**src/acr_pkg.sv**
```systemverilog
// package: register map, field layout and bus structs of the converter setup
`default_nettype none
package acr_pkg;

  ////////////////////////////////////////////////////////////////////////////
  // bus widths
  localparam int unsigned ADDR_W = 8;
  localparam int unsigned DATA_W = 32;

  ////////////////////////////////////////////////////////////////////////////
  // register byte offsets
  localparam logic [ADDR_W-1:0] OFS_CHANNEL = 8'h00;
  localparam logic [ADDR_W-1:0] OFS_REF     = 8'h04;
  localparam logic [ADDR_W-1:0] OFS_CTRL0   = 8'h08;
  localparam logic [ADDR_W-1:0] OFS_CLKDIV  = 8'h0C;
  localparam logic [ADDR_W-1:0] OFS_FLAG    = 8'h10;
  localparam logic [ADDR_W-1:0] OFS_ENABLE  = 8'h14;
  localparam logic [ADDR_W-1:0] OFS_RESULT  = 8'h18;
  localparam logic [ADDR_W-1:0] OFS_STATUS  = 8'h1C;

  ////////////////////////////////////////////////////////////////////////////
  // field widths and positions
  localparam int unsigned CH_W     = 6;
  localparam int unsigned POSITIVE_REF_SELECT_W   = 3;
  localparam int unsigned DIV_W    = 7;
  localparam int unsigned RES_W    = 12;
  localparam int unsigned PAIR_W   = 16;
  localparam int unsigned JUST_SH  = PAIR_W - RES_W;
  localparam int unsigned NEGATIVE_REF_SELECT_POS = 4;
  localparam int unsigned CS_POS   = 0;
  localparam int unsigned FRM_POS  = 1;
  localparam int unsigned IE_POS   = 0;
  localparam int unsigned PERIPHERAL_INT_ENABLE_POS = 1;
  localparam int unsigned GIE_POS  = 2;
  localparam int unsigned FLAG_POS = 0;
  localparam int unsigned ST_CH_POS   = 0;
  localparam int unsigned ST_POSITIVE_REF_SELECT_POS = 8;
  localparam int unsigned ST_NEGATIVE_REF_SELECT_POS = 11;
  localparam int unsigned ST_RUN_POS  = 12;
  localparam int unsigned ST_CLK_POS  = 13;

  ////////////////////////////////////////////////////////////////////////////
  // positive reference codes
  typedef enum logic [POSITIVE_REF_SELECT_W-1:0] {
    POSITIVE_REF_SELECT_SUPPLY  = 3'h0,
    POSITIVE_REF_SELECT_EXT_PIN = 3'h1,
    POSITIVE_REF_SELECT_FIX_1V  = 3'h2,
    POSITIVE_REF_SELECT_FIX_2V  = 3'h3,
    POSITIVE_REF_SELECT_FIX_4V  = 3'h4
  } acr_positive_ref_select_t;

  // reset values
  localparam logic [CH_W-1:0]  RST_CH  = 6'h00;
  localparam logic [DIV_W-1:0] RST_DIV = 7'h00;
  localparam logic [RES_W-1:0] RST_RES = 12'h000;

  // responses
  localparam logic [1:0] RESP_OKAY   = 2'h0;
  localparam logic [1:0] RESP_SLVERR = 2'h2;

  ////////////////////////////////////////////////////////////////////////////
  // axi4-lite carriers
  typedef struct packed {
    logic              awvalid;
    logic [ADDR_W-1:0] awaddr;
    logic [2:0]        awprot;
    logic              wvalid;
    logic [DATA_W-1:0] wdata;
    logic [3:0]        wstrb;
    logic              bready;
    logic              arvalid;
    logic [ADDR_W-1:0] araddr;
    logic [2:0]        arprot;
    logic              rready;
  } acr_axil_req_t;

  typedef struct packed {
    logic              awready;
    logic              wready;
    logic              bvalid;
    logic [1:0]        bresp;
    logic              arready;
    logic              rvalid;
    logic [DATA_W-1:0] rdata;
    logic [1:0]        rresp;
  } acr_axil_rsp_t;

  // settings applied to the analog side
  typedef struct packed {
    logic [CH_W-1:0] channel;
    acr_positive_ref_select_t       positive_ref_select;
    logic            negative_ref_select_pin;
  } acr_analog_cfg_t;

endpackage : acr_pkg
`default_nettype wire

```
**src/acr_top.sv**
```systemverilog
// converter setup block: channel, references, conversion clock, flag, result
`default_nettype none
module acr_top
  import acr_pkg::*;
(
  // clock and reset
  input  wire logic                    aclk,
  input  wire logic                    aresetn,
  // register bus
  input  wire acr_pkg::acr_axil_req_t  axil_req,
  output var  acr_pkg::acr_axil_rsp_t  axil_rsp,
  // converter side
  input  wire logic                    rc_osc_clk,
  input  wire logic                    conv_done,
  input  wire logic [acr_pkg::RES_W-1:0] conv_result,
  output var  acr_pkg::acr_analog_cfg_t analog_cfg,
  output var  logic                    conv_clk,
  output logic                         conv_tick,
  // system power state
  input  wire logic                    sleep_mode,
  output logic                         wake_req,
  output logic                         irq
);
  import acr_pkg::*;

  ////////////////////////////////////////////////////////////////////////////
  // software registers
  logic [CH_W-1:0]  channel_q;
  acr_positive_ref_select_t        positive_ref_select_q;
  logic             negative_ref_select_q;
  logic             cs_q;
  logic             frm_q;
  logic [DIV_W-1:0] div_q;
  logic             flag_q;
  logic             ie_q;
  logic             peripheral_int_enable_q;
  logic             gie_q;
  logic [RES_W-1:0] result_q;

  ////////////////////////////////////////////////////////////////////////////
  // write channel capture
  logic              aw_have_q;
  logic [ADDR_W-1:0] aw_addr_q;
  logic              w_have_q;
  logic [DATA_W-1:0] w_data_q;
  logic [3:0]        w_strb_q;
  logic              bvalid_q;
  logic [1:0]        bresp_q;
  logic              do_write;

  // address and data may arrive in either order
  // awready and wready stay low while a write response still waits, yet the capture registers still load
  assign axil_rsp.awready = !aw_have_q && !bvalid_q;
  assign axil_rsp.wready  = !w_have_q && !bvalid_q;
  assign axil_rsp.bvalid  = bvalid_q;
  assign axil_rsp.bresp   = bresp_q;
  assign do_write = aw_have_q && w_have_q && !bvalid_q;

  always_ff @(posedge aclk) begin
    if (!aresetn) begin
      aw_have_q <= 1'b0;
      aw_addr_q <= '0;
    end else if (axil_req.awvalid && !aw_have_q) begin
      aw_have_q <= 1'b1;
      aw_addr_q <= axil_req.awaddr;
    end else if (do_write) begin
      aw_have_q <= 1'b0;
    end
  end

  always_ff @(posedge aclk) begin
    if (!aresetn) begin
      w_have_q <= 1'b0;
      w_data_q <= '0;
      w_strb_q <= '0;
    end else if (axil_req.wvalid && !w_have_q) begin
      w_have_q <= 1'b1;
      w_data_q <= axil_req.wdata;
      w_strb_q <= axil_req.wstrb;
    end else if (do_write) begin
      w_have_q <= 1'b0;
    end
  end

  ////////////////////////////////////////////////////////////////////////////
  // register read mux, also used to merge byte strobes on writes
  logic [PAIR_W-1:0] pair_view;
  logic              conv_clk_q;
  acr_analog_cfg_t   applied_q;
  logic              run_ok;

  always_comb begin
    if (frm_q) begin
      pair_view = {{JUST_SH{1'b0}}, result_q};
    end else begin
      pair_view = {result_q, {JUST_SH{1'b0}}};
    end
  end

  function automatic logic [DATA_W:0] read_word(input logic [ADDR_W-1:0] a);
    logic [DATA_W:0] r;
    r = '0;
    unique case (a)
      OFS_CHANNEL: r[CH_W-1:0] = channel_q;
      OFS_REF: begin
        r[POSITIVE_REF_SELECT_W-1:0] = positive_ref_select_q;
        r[NEGATIVE_REF_SELECT_POS]   = negative_ref_select_q;
      end
      OFS_CTRL0: begin
        r[CS_POS]  = cs_q;
        r[FRM_POS] = frm_q;
      end
      OFS_CLKDIV: r[DIV_W-1:0] = div_q;
      OFS_FLAG:   r[FLAG_POS] = flag_q;
      OFS_ENABLE: begin
        r[IE_POS]   = ie_q;
        r[PERIPHERAL_INT_ENABLE_POS] = peripheral_int_enable_q;
        r[GIE_POS]  = gie_q;
      end
      OFS_RESULT: r[PAIR_W-1:0] = pair_view;
      OFS_STATUS: begin
        r[ST_CH_POS +: CH_W]     = applied_q.channel;
        r[ST_POSITIVE_REF_SELECT_POS +: POSITIVE_REF_SELECT_W] = applied_q.positive_ref_select;
        r[ST_NEGATIVE_REF_SELECT_POS]           = applied_q.negative_ref_select_pin;
        r[ST_RUN_POS]            = run_ok;
        r[ST_CLK_POS]            = conv_clk_q;
      end
      default: r[DATA_W] = 1'b1;
    endcase
    return r;
  endfunction : read_word

  logic [DATA_W:0]   wr_old;
  logic [DATA_W-1:0] wr_mask;
  logic [DATA_W-1:0] wr_val;
  logic              wr_hit;

  always_comb begin
    wr_old = read_word(aw_addr_q);
    wr_hit = do_write && !wr_old[DATA_W];
    for (int i = 0; i < 4; i++) begin
      wr_mask[i*8 +: 8] = {8{w_strb_q[i]}};
    end
    wr_val = (wr_old[DATA_W-1:0] & ~wr_mask) | (w_data_q & wr_mask);
  end

  always_ff @(posedge aclk) begin
    if (!aresetn) begin
      bvalid_q <= 1'b0;
      bresp_q  <= RESP_OKAY;
    end else if (do_write) begin
      bvalid_q <= 1'b1;
      bresp_q  <= wr_old[DATA_W] ? RESP_SLVERR : RESP_OKAY;
    end else if (axil_req.bready) begin
      bvalid_q <= 1'b0;
    end
  end

  ////////////////////////////////////////////////////////////////////////////
  // configuration registers
  always_ff @(posedge aclk) begin
    if (!aresetn) begin
      channel_q <= RST_CH;
      positive_ref_select_q    <= POSITIVE_REF_SELECT_SUPPLY;
      negative_ref_select_q    <= 1'b0;
      div_q     <= RST_DIV;
    end else if (wr_hit) begin
      unique case (aw_addr_q)
        OFS_CHANNEL: channel_q <= wr_val[CH_W-1:0];
        OFS_REF: begin
          if (wr_val[POSITIVE_REF_SELECT_W-1:0] <= POSITIVE_REF_SELECT_FIX_4V) begin
            positive_ref_select_q <= acr_positive_ref_select_t'(wr_val[POSITIVE_REF_SELECT_W-1:0]);
          end
          negative_ref_select_q <= wr_val[NEGATIVE_REF_SELECT_POS];
        end
        OFS_CLKDIV: div_q <= wr_val[DIV_W-1:0];
        default: begin
        end
      endcase
    end
  end

  always_ff @(posedge aclk) begin
    if (!aresetn) begin
      cs_q   <= 1'b0;
      frm_q  <= 1'b0;
      ie_q   <= 1'b0;
      peripheral_int_enable_q <= 1'b0;
      gie_q  <= 1'b0;
    end else if (wr_hit && aw_addr_q == OFS_CTRL0) begin
      cs_q  <= wr_val[CS_POS];
      frm_q <= wr_val[FRM_POS];
    end else if (wr_hit && aw_addr_q == OFS_ENABLE) begin
      ie_q   <= wr_val[IE_POS];
      peripheral_int_enable_q <= wr_val[PERIPHERAL_INT_ENABLE_POS];
      gie_q  <= wr_val[GIE_POS];
    end
  end

  ////////////////////////////////////////////////////////////////////////////
  // done flag: hardware sets, software clears by writing zero; set wins
  always_ff @(posedge aclk) begin
    if (!aresetn) begin
      flag_q <= 1'b0;
    end else if (conv_done) begin
      flag_q <= 1'b1;
    end else if (wr_hit && aw_addr_q == OFS_FLAG && !wr_val[FLAG_POS]) begin
      flag_q <= 1'b0;
    end
  end

  // result: converter load beats software write, both right justified
  always_ff @(posedge aclk) begin
    if (!aresetn) begin
      result_q <= RST_RES;
    end else if (conv_done) begin
      result_q <= conv_result;
    end else if (wr_hit && aw_addr_q == OFS_RESULT) begin
      result_q <= wr_val[RES_W-1:0];
    end
  end

  ////////////////////////////////////////////////////////////////////////////
  // read channel
  logic              rvalid_q;
  logic [DATA_W-1:0] rdata_q;
  logic [1:0]        rresp_q;
  logic [DATA_W:0]   rd_word;

  assign axil_rsp.arready = !rvalid_q;
  assign axil_rsp.rvalid  = rvalid_q;
  assign axil_rsp.rdata   = rdata_q;
  assign axil_rsp.rresp   = rresp_q;
  // evaluated in a process so that register changes reach the read data
  // even while the read address stands still
  always_comb begin
    rd_word = read_word(axil_req.araddr);
  end

  always_ff @(posedge aclk) begin
    if (!aresetn) begin
      rvalid_q <= 1'b0;
      rdata_q  <= '0;
      rresp_q  <= RESP_OKAY;
    end else if (axil_req.arvalid && !rvalid_q) begin
      rvalid_q <= 1'b1;
      rdata_q  <= rd_word[DATA_W-1:0];
      rresp_q  <= rd_word[DATA_W] ? RESP_SLVERR : RESP_OKAY;
    end else if (axil_req.rready) begin
      rvalid_q <= 1'b0;
    end
  end

  ////////////////////////////////////////////////////////////////////////////
  // conversion clock: divided system clock or the RC oscillator
  logic [DIV_W-1:0] div_cnt_q;
  logic             div_clk_q;
  logic             rc_q;

  // without the RC source nothing runs while asleep
  assign run_ok = cs_q || !sleep_mode;

  always_ff @(posedge aclk) begin
    if (!aresetn) begin
      div_cnt_q <= '0;
      div_clk_q <= 1'b0;
    end else if (!run_ok || cs_q) begin
      div_cnt_q <= '0;
    end else if (div_cnt_q >= div_q) begin
      div_cnt_q <= '0;
      div_clk_q <= !div_clk_q;
    end else begin
      div_cnt_q <= div_cnt_q + 7'h01;
    end
  end

  always_ff @(posedge aclk) begin
    if (!aresetn) begin
      rc_q       <= 1'b0;
      conv_clk_q <= 1'b0;
    end else begin
      rc_q       <= rc_osc_clk;
      conv_clk_q <= cs_q ? rc_q : div_clk_q;
    end
  end

  assign conv_clk = conv_clk_q;

  // rising edge of the selected conversion clock
  logic conv_clk_d1_q;

  always_ff @(posedge aclk) begin
    if (!aresetn) begin
      conv_clk_d1_q <= 1'b0;
    end else begin
      conv_clk_d1_q <= conv_clk_q;
    end
  end

  // one system clock long; the analog settings move over on it
  assign conv_tick = conv_clk_q && !conv_clk_d1_q;

  ////////////////////////////////////////////////////////////////////////////
  // analog settings move over only on conversion clock edges
  always_ff @(posedge aclk) begin
    if (!aresetn) begin
      applied_q <= '{channel: RST_CH, positive_ref_select: POSITIVE_REF_SELECT_SUPPLY, negative_ref_select_pin: 1'b0};
    end else if (conv_tick) begin
      applied_q.channel  <= channel_q;
      applied_q.positive_ref_select     <= positive_ref_select_q;
      applied_q.negative_ref_select_pin <= negative_ref_select_q;
    end
  end

  assign analog_cfg = applied_q;

  ////////////////////////////////////////////////////////////////////////////
  // wake and interrupt request
  // wake ignores the global enable so sleep can end without vectoring
  always_ff @(posedge aclk) begin
    if (!aresetn) begin
      wake_req <= 1'b0;
      irq      <= 1'b0;
    end else begin
      wake_req <= sleep_mode && flag_q && ie_q && peripheral_int_enable_q;
      irq      <= flag_q && ie_q && peripheral_int_enable_q && gie_q;
    end
  end

endmodule : acr_top
`default_nettype wire

```
**config.mk**
```make
export PLATFORM = sky130hd
export DESIGN_NAME = acr_top
export DESIGN_NICKNAME = d
export VERILOG_FILES = /design/src/acr_pkg.sv /design/src/acr_top.sv
export SDC_FILE = /design/constraint.sdc
export NUM_CORES = 1
export LEC_CHECK = 0
export ABC_AREA = 1
export BUFFER_PORTS_ARGS = -buffer_cell sky130_fd_sc_hd__buf_2
export CAP_MARGIN = 20
export CORE_ASPECT_RATIO = 0.9
export CORE_MARGIN = 2
export CORE_UTILIZATION = 46
export CTS_CLUSTER_SIZE = 25
export DETAILED_ROUTE_END_ITERATION = 8
export PLACE_DENSITY = 0.71
export SETUP_SLACK_MARGIN = 0.4
export SYNTH_ARGS = -nofsm -noshare
export SYNTH_HDL_FRONTEND = slang
export SYNTH_SLANG_ARGS = --single-unit
export TNS_END_PERCENT = 30
```
**constraint.sdc**
```tcl
create_clock -name aclk -period 3.79 [get_ports aclk]
set_input_delay 0.379 -clock aclk [delete_from_list [all_inputs] [get_ports aclk]]
set_output_delay 0.379 -clock aclk [all_outputs]
set_load 0.05 [all_outputs]
```
== After elaboration in Yosys (flattened, before gate mapping) ==
Index checks and enable logic that the tools add are counted.

* Output and inout bits: 55
* Bits of input ports: 80
* Memories kept: 0
* Latch bits: 0
* Bits in read-only memories: 0
* Memory bits (writable): 0
* Bits in registers: 104
* Logic and storage cells: 137

* Shift operators: 0
* Add/sub/neg operators: 1
* Reductions and logical operators: 48
* Divide/modulo/power cells: 0
* Multiply operators: 0
* Mux-type cells: 34
* $lt $le $gt $ge: 2
* Bitwise operators: 7
* Eq/ne operators: 14

{| class="wikitable"
|+ Operators with widths
! cell !! number
|-
| $eq 8x5->1 const B || 8
|-
| $eq 8x4->1 const B || 4
|-
| $and 12x12->12 || 2
|-
| $mux 12 || 2
|-
| $logic_and 1x1->1 || 20
|-
| $eq 8x3->1 const B || 2
|-
| $logic_not 8->1 || 2
|-
| $mux 16 || 1
|-
| $pmux 1 s4 || 4
|-
| $pmux 1 s8 || 2
|-
| $reduce_or 8->1 || 2
|-
| $pmux 1 s7 || 2
|-
| $mux 1 || 12
|-
| $not 12->12 || 1
|-
| $or 12x12->12 || 1
|-
| $pmux 1 s6 || 2
|-
| $pmux 6 s2 || 1
|-
| $reduce_bool 2->1 || 6
|-
| $pmux 1 s5 || 2
|-
| $reduce_and 2->1 || 5
|-
| $logic_not 1->1 || 9
|-
| $pmux 4 s2 || 1
|-
| $add 7x1->7 const B || 1
|-
| $ge 7x7->1 || 1
|-
| 7 further kinds || 13
|}

== Logic depth before layout (Yosys ltp) ==
* Word-level depth: 8
* Mapped depth: 14
* Depth with buffers taken out: 13

== Worst setup path after synthesis ==
Ideal clock, no wire load.

* Path kind: reg-to-output
* From: register conv_clk_q (netlist: conv_clk)
* To: output conv_tick
* Setup slack: 1.897 ns
* Path buffers: 1
* Stages on the path, launching flop included: 4
* Arrival time: 1.514 ns
* Data required time: 3.411 ns
* Path through: dfxtp_1 > inv_1 > nor2_1 > clkbuf_1

* Longest elaborated chain between the ends: 1

{| class="wikitable"
|+ Ends and longest elaborated chain
! what !! line !! RTL
|-
| start: declaration || acr_top.sv:88 || <nowiki>logic conv_clk_q;</nowiki>
|-
| start signal: assignment || acr_top.sv:283 || <nowiki>conv_clk_q <= cs_q ? rc_q : div_clk_q;</nowiki>
|-
| $logic_and 1x1->1 || acr_top.sv:301 || <nowiki>assign conv_tick = conv_clk_q && !conv_clk_d1_q;</nowiki>
|-
| end: declaration || acr_top.sv:18 || <nowiki>output logic conv_tick,</nowiki>
|}

Every way passes these cells.

== Worst setup path in the final report ==
* From: register frm_q
* To: register result_q[4]

* Longest elaborated chain between the ends: 6

{| class="wikitable"
|+ Ends and longest elaborated chain
! what !! line !! RTL
|-
| start: declaration || acr_top.sv:32 || <nowiki>logic frm_q;</nowiki>
|-
| start signal: assignment || acr_top.sv:192 || <nowiki>frm_q <= wr_val[FRM_POS];</nowiki>
|-
| $mux 16 || acr_top.sv:93 || <nowiki>if (frm_q) begin</nowiki>
|-
| $pmux 1 s5 || acr_top.sv:103 || <nowiki>unique case (a)</nowiki>
|-
| $and 12x12->12 || acr_top.sv:144 || <nowiki>wr_val = (wr_old[DATA_W-1:0] & ~wr_mask) | (w_data_q & wr_mask);</nowiki>
|-
| $or 12x12->12 || acr_top.sv:144 ||
|-
| $mux 12 || acr_top.sv:218 || <nowiki>end else if (wr_hit && aw_addr_q == OFS_RESULT) begin</nowiki>
|-
| $mux 12 || acr_top.sv:216 || <nowiki>end else if (conv_done) begin</nowiki>
|-
| end signal: assignment || acr_top.sv:217 || <nowiki>result_q <= conv_result;</nowiki>
|-
| end signal: assignment || acr_top.sv:219 || <nowiki>result_q <= wr_val[RES_W-1:0];</nowiki>
|-
| end: declaration || acr_top.sv:38 || <nowiki>logic [RES_W-1:0] result_q;</nowiki>
|}

Every way passes these cells. The select of a mux whose other input is x is not followed.
A chain may end at the register's enable or synchronous reset.

==> qor.txt <==
Initial Util - 46.88%
Postcts setup bufs - 0
Max capacitance violation total - 0
Post-Place Worst Slack - 1.552 ns
Worst vdd ir - 272.1 uV
Net Sw Frac - 29.97%
RSZ-0062 raised after global routing - false
Hold/Removal Path Class - primary input to flip-flop
Die area - 0.01244 mm^2
Sequential area share after synthesis - 38.40%
GP Congestion - 0.9139
Maximum fanout along the worst path - 16
Synth Register Bits - 102
CP delay by family, top - compound AO/OA/AOI/OAI gates
# IOs - 135
Critical Path Sink Type - flip-flop
GRT overflow - 0
Critical path, cell by cell - inv_1 > nand2_1 > o21ai_0 > o21ai_0 > nor2_1 > a21oi_1 > nand2_1 > nand3_1 > nand3_1 > inv_1
Cts hold-fix bufs - 0
Main synth FF type - dfxtp_1
WL/cell - 14.34 um
Final hold violations - 0
Combinational Power Share - 15.7%
DRT Pass-1 Iters - 5
Internal Power - 1760 uW
Cell Count, Final, Fillers Out - 975
Vias per std cell - 5.216
DR iter-0 viols - 468
Post-detail-place hpwl - 10230 um
Fmax - 428.4 MHz
Part of the power in registers - 46.1%
PwrDens - 414.3 mW/mm^2
Rows - 37
DRC - 0
Clock net sink count - 102
CTS buffer count - 9
Worst-case clock skew - 0.01130 ns
Core area - 0.01134 mm^2
Synth cell count leaders - nand2_1, dfxtp_1, inv_1
Area Overhead vs Synth - 14.05%
WS Path Type - flip-flop to flip-flop
Slowest cell on the critical path - dfxtp_1
Cell area after synthesis - 0.005318 mm^2
Share of the synthesized area in the top cell type - 38.40%
All-Layer GR Usage - 22.78%
Worst hold slack - 0.2063 ns
Final nets - 902
Yosys warnings - 0
Post-route ant nets - 0
Initial antenna violation count - 0
Arr. time, crit path - 2.63 ns
N_diodes - 0
Number of synthesized flops with an enable pin - 0
Worst-path clk slew - 0.07 ns
Slew Viols, Final - 0
CP peak stage delay - 0.66 ns
Largest area contributor in the netlist - dfxtp_1
Slew @ Worst Pin - 0.8377 ns
First-pass GRT wire length - 22800 um
Routed WL - 13980 um
PortBufs - 88
Count of final setup violators - 0
Pleak - 0.002870 uW
Vias - 5086
WHS Path Cells - 3
Cells after synthesis - 742
TritonCTS clock tree - done
Clock period minus worst slack - 2.334 ns
Number of gates resized after cts - 0
Die Y - 106 um
Syn_area_per_cell - 7.167 um^2
P_sw - 752.9 uW
Synth unique cells - 48
Layout cells sized above 1 - 18.68%
Final worst setup slack - 1.456 ns
H-tree Lvls - 3
CTS Buffer Depth - 2
Vias in the first global route - 4665
Ys async rst share - 0%
Reg2Reg Setup Slack - 1.46 ns
Clk_lat worst skew - 0.35 ns
Most area-consuming cells after synthesis - dfxtp_1, nand2_1, inv_1, o21ai_0, nor2_1
Largest net degree at the start of global routing - 74
Slew margin rel. - 44.09%
Clock root cell - clkbuf_16
WP buf/inv - 2
Clock power frac - 38.2%
Crit path required time - 4.09 ns
Fin Setup TNS - 0 ns
Most frequent cell after synthesis - nand2_1
Run status - finished, final reports clean
Worst setup SP type - flip-flop
Die Wd - 117.3 um
Placed instance count - 959
R2R depth - 10
Fin crit share - 61.59%
WP depth - 10
## worst paths after layout
kind | from | endpoint
worst max-delay path | frm_q | result_q[4]
worst min-delay path | rc_osc_clk | rc_q
worst max register to register | frm_q | result_q[4]
worst min register to register | rdata_q[15] | rdata_q[15]
## final cells by class
type / count / area (um^2)
inverter: 107 / 404.1
timing repair buffer: 89 / 447.9
multi-input combinational: 505 / 2668
sequential: 102 / 2042
clock buffer: 11 / 242.7
clock inverter: 5 / 65.06
tap: 156 / 195.2
fill: 1162 / 5278
## per-layer routing
layer	global-route usage [%]	vias up	part of all wire [%]
li1	-	2540	-
met2	37.39	184	46
met3	4.936	32	6.6
met5	0	-	0
met4	8.520	0	2.8
met1	29.58	2330	45
## metrics by stage
stage          instance area (um^2)  utilization (%)  power [uW]
2_1_floorplan                  5381                -        1496
3_5_place_dp                   5757            50.76        1575
6_report                       6065            53.47        2513
3_3_place_gp                   5757            50.76        1572
5_1_grt                        6065            53.47        2616
4_1_cts                        6065            53.47        2525
## power groups by stage
| stage | combinational (uW) | sequential, uW | clock (uW) |
|---|---|---|---|
| 4_1_cts | 393 | 1160 | 973 |
| 6_report | 393 | 1160 | 960 |
| 3_5_place_dp | 392 | 1180 | 0 |
| 5_1_grt | 430 | 1160 | 1020 |
| 2_1_floorplan | 270 | 1230 | 0 |
| 3_3_place_gp | 390 | 1180 | 0 |
## cells in the final DEF, fill, tap and decap left out, types with 2 or more instances in the layout
| cell type | count |
|---|---|
| dfxtp_1 | 102 |
| or2_2 | 4 |
| o211ai_2 | 4 |
| nor2_2 | 8 |
| nor2_8 | 3 |
| o221ai_1 | 5 |
| buf_2 | 88 |
| clkbuf_16 | 9 |
| nor2_1 | 77 |
| nor2_4 | 5 |
| inv_6 | 3 |
| nand2_4 | 4 |
| nand2_2 | 5 |
| a211oi_2 | 2 |
| o21ai_1 | 6 |
| o2111ai_1 | 3 |
| o22ai_1 | 13 |
| nand3_1 | 38 |
| nand2_1 | 123 |
| nand4_1 | 6 |
| ha_1 | 8 |
| nand3_2 | 2 |
| conb_1 | 18 |
| o211ai_1 | 16 |
| inv_1 | 99 |
| nor3_1 | 10 |
| nor3b_1 | 2 |
| inv_2 | 7 |
| xor2_1 | 2 |
| a21oi_1 | 53 |
| a31oi_1 | 2 |
| o21ai_0 | 73 |
## state kept, by name (all words and copies together), names as in the netlist, 2 cells and up
| name | flops |
|---|---|
| analog_cfg | 10 |
| aw_addr_q | 8 |
| channel_q | 6 |
| div_cnt_q | 7 |
| div_q | 7 |
| positive_ref_select_q | 3 |
| rdata_q | 16 |
| result_q | 12 |
| w_data_q | 12 |
| w_strb_q | 2 |
## logic make-up after synthesis
logic type,Yosys count,synth area share [%]
AND/OR/NAND/NOR,294,26.54
AO/OA/AOI/OAI,182,19.95
buffers and inverters,152,12.64
flip-flops,102,38.40
adder cells (fa/ha/maj),8,1.882
XOR/XNOR,2,0.3295
other,1,0.07052
multiplexers,1,0.1882
## worst register-to-register path, stage by stage (launching register included)
cell and delay, ns:
dfxtp_1 0.66, inv_1 0.33, nand2_1 0.13, o21ai_0 0.11
o21ai_0 0.25, nor2_1 0.08, a21oi_1 0.40, nand2_1 0.10
nand3_1 0.08, nand3_1 0.07, inv_1 0.08
Power figures use the tool's default switching activity.
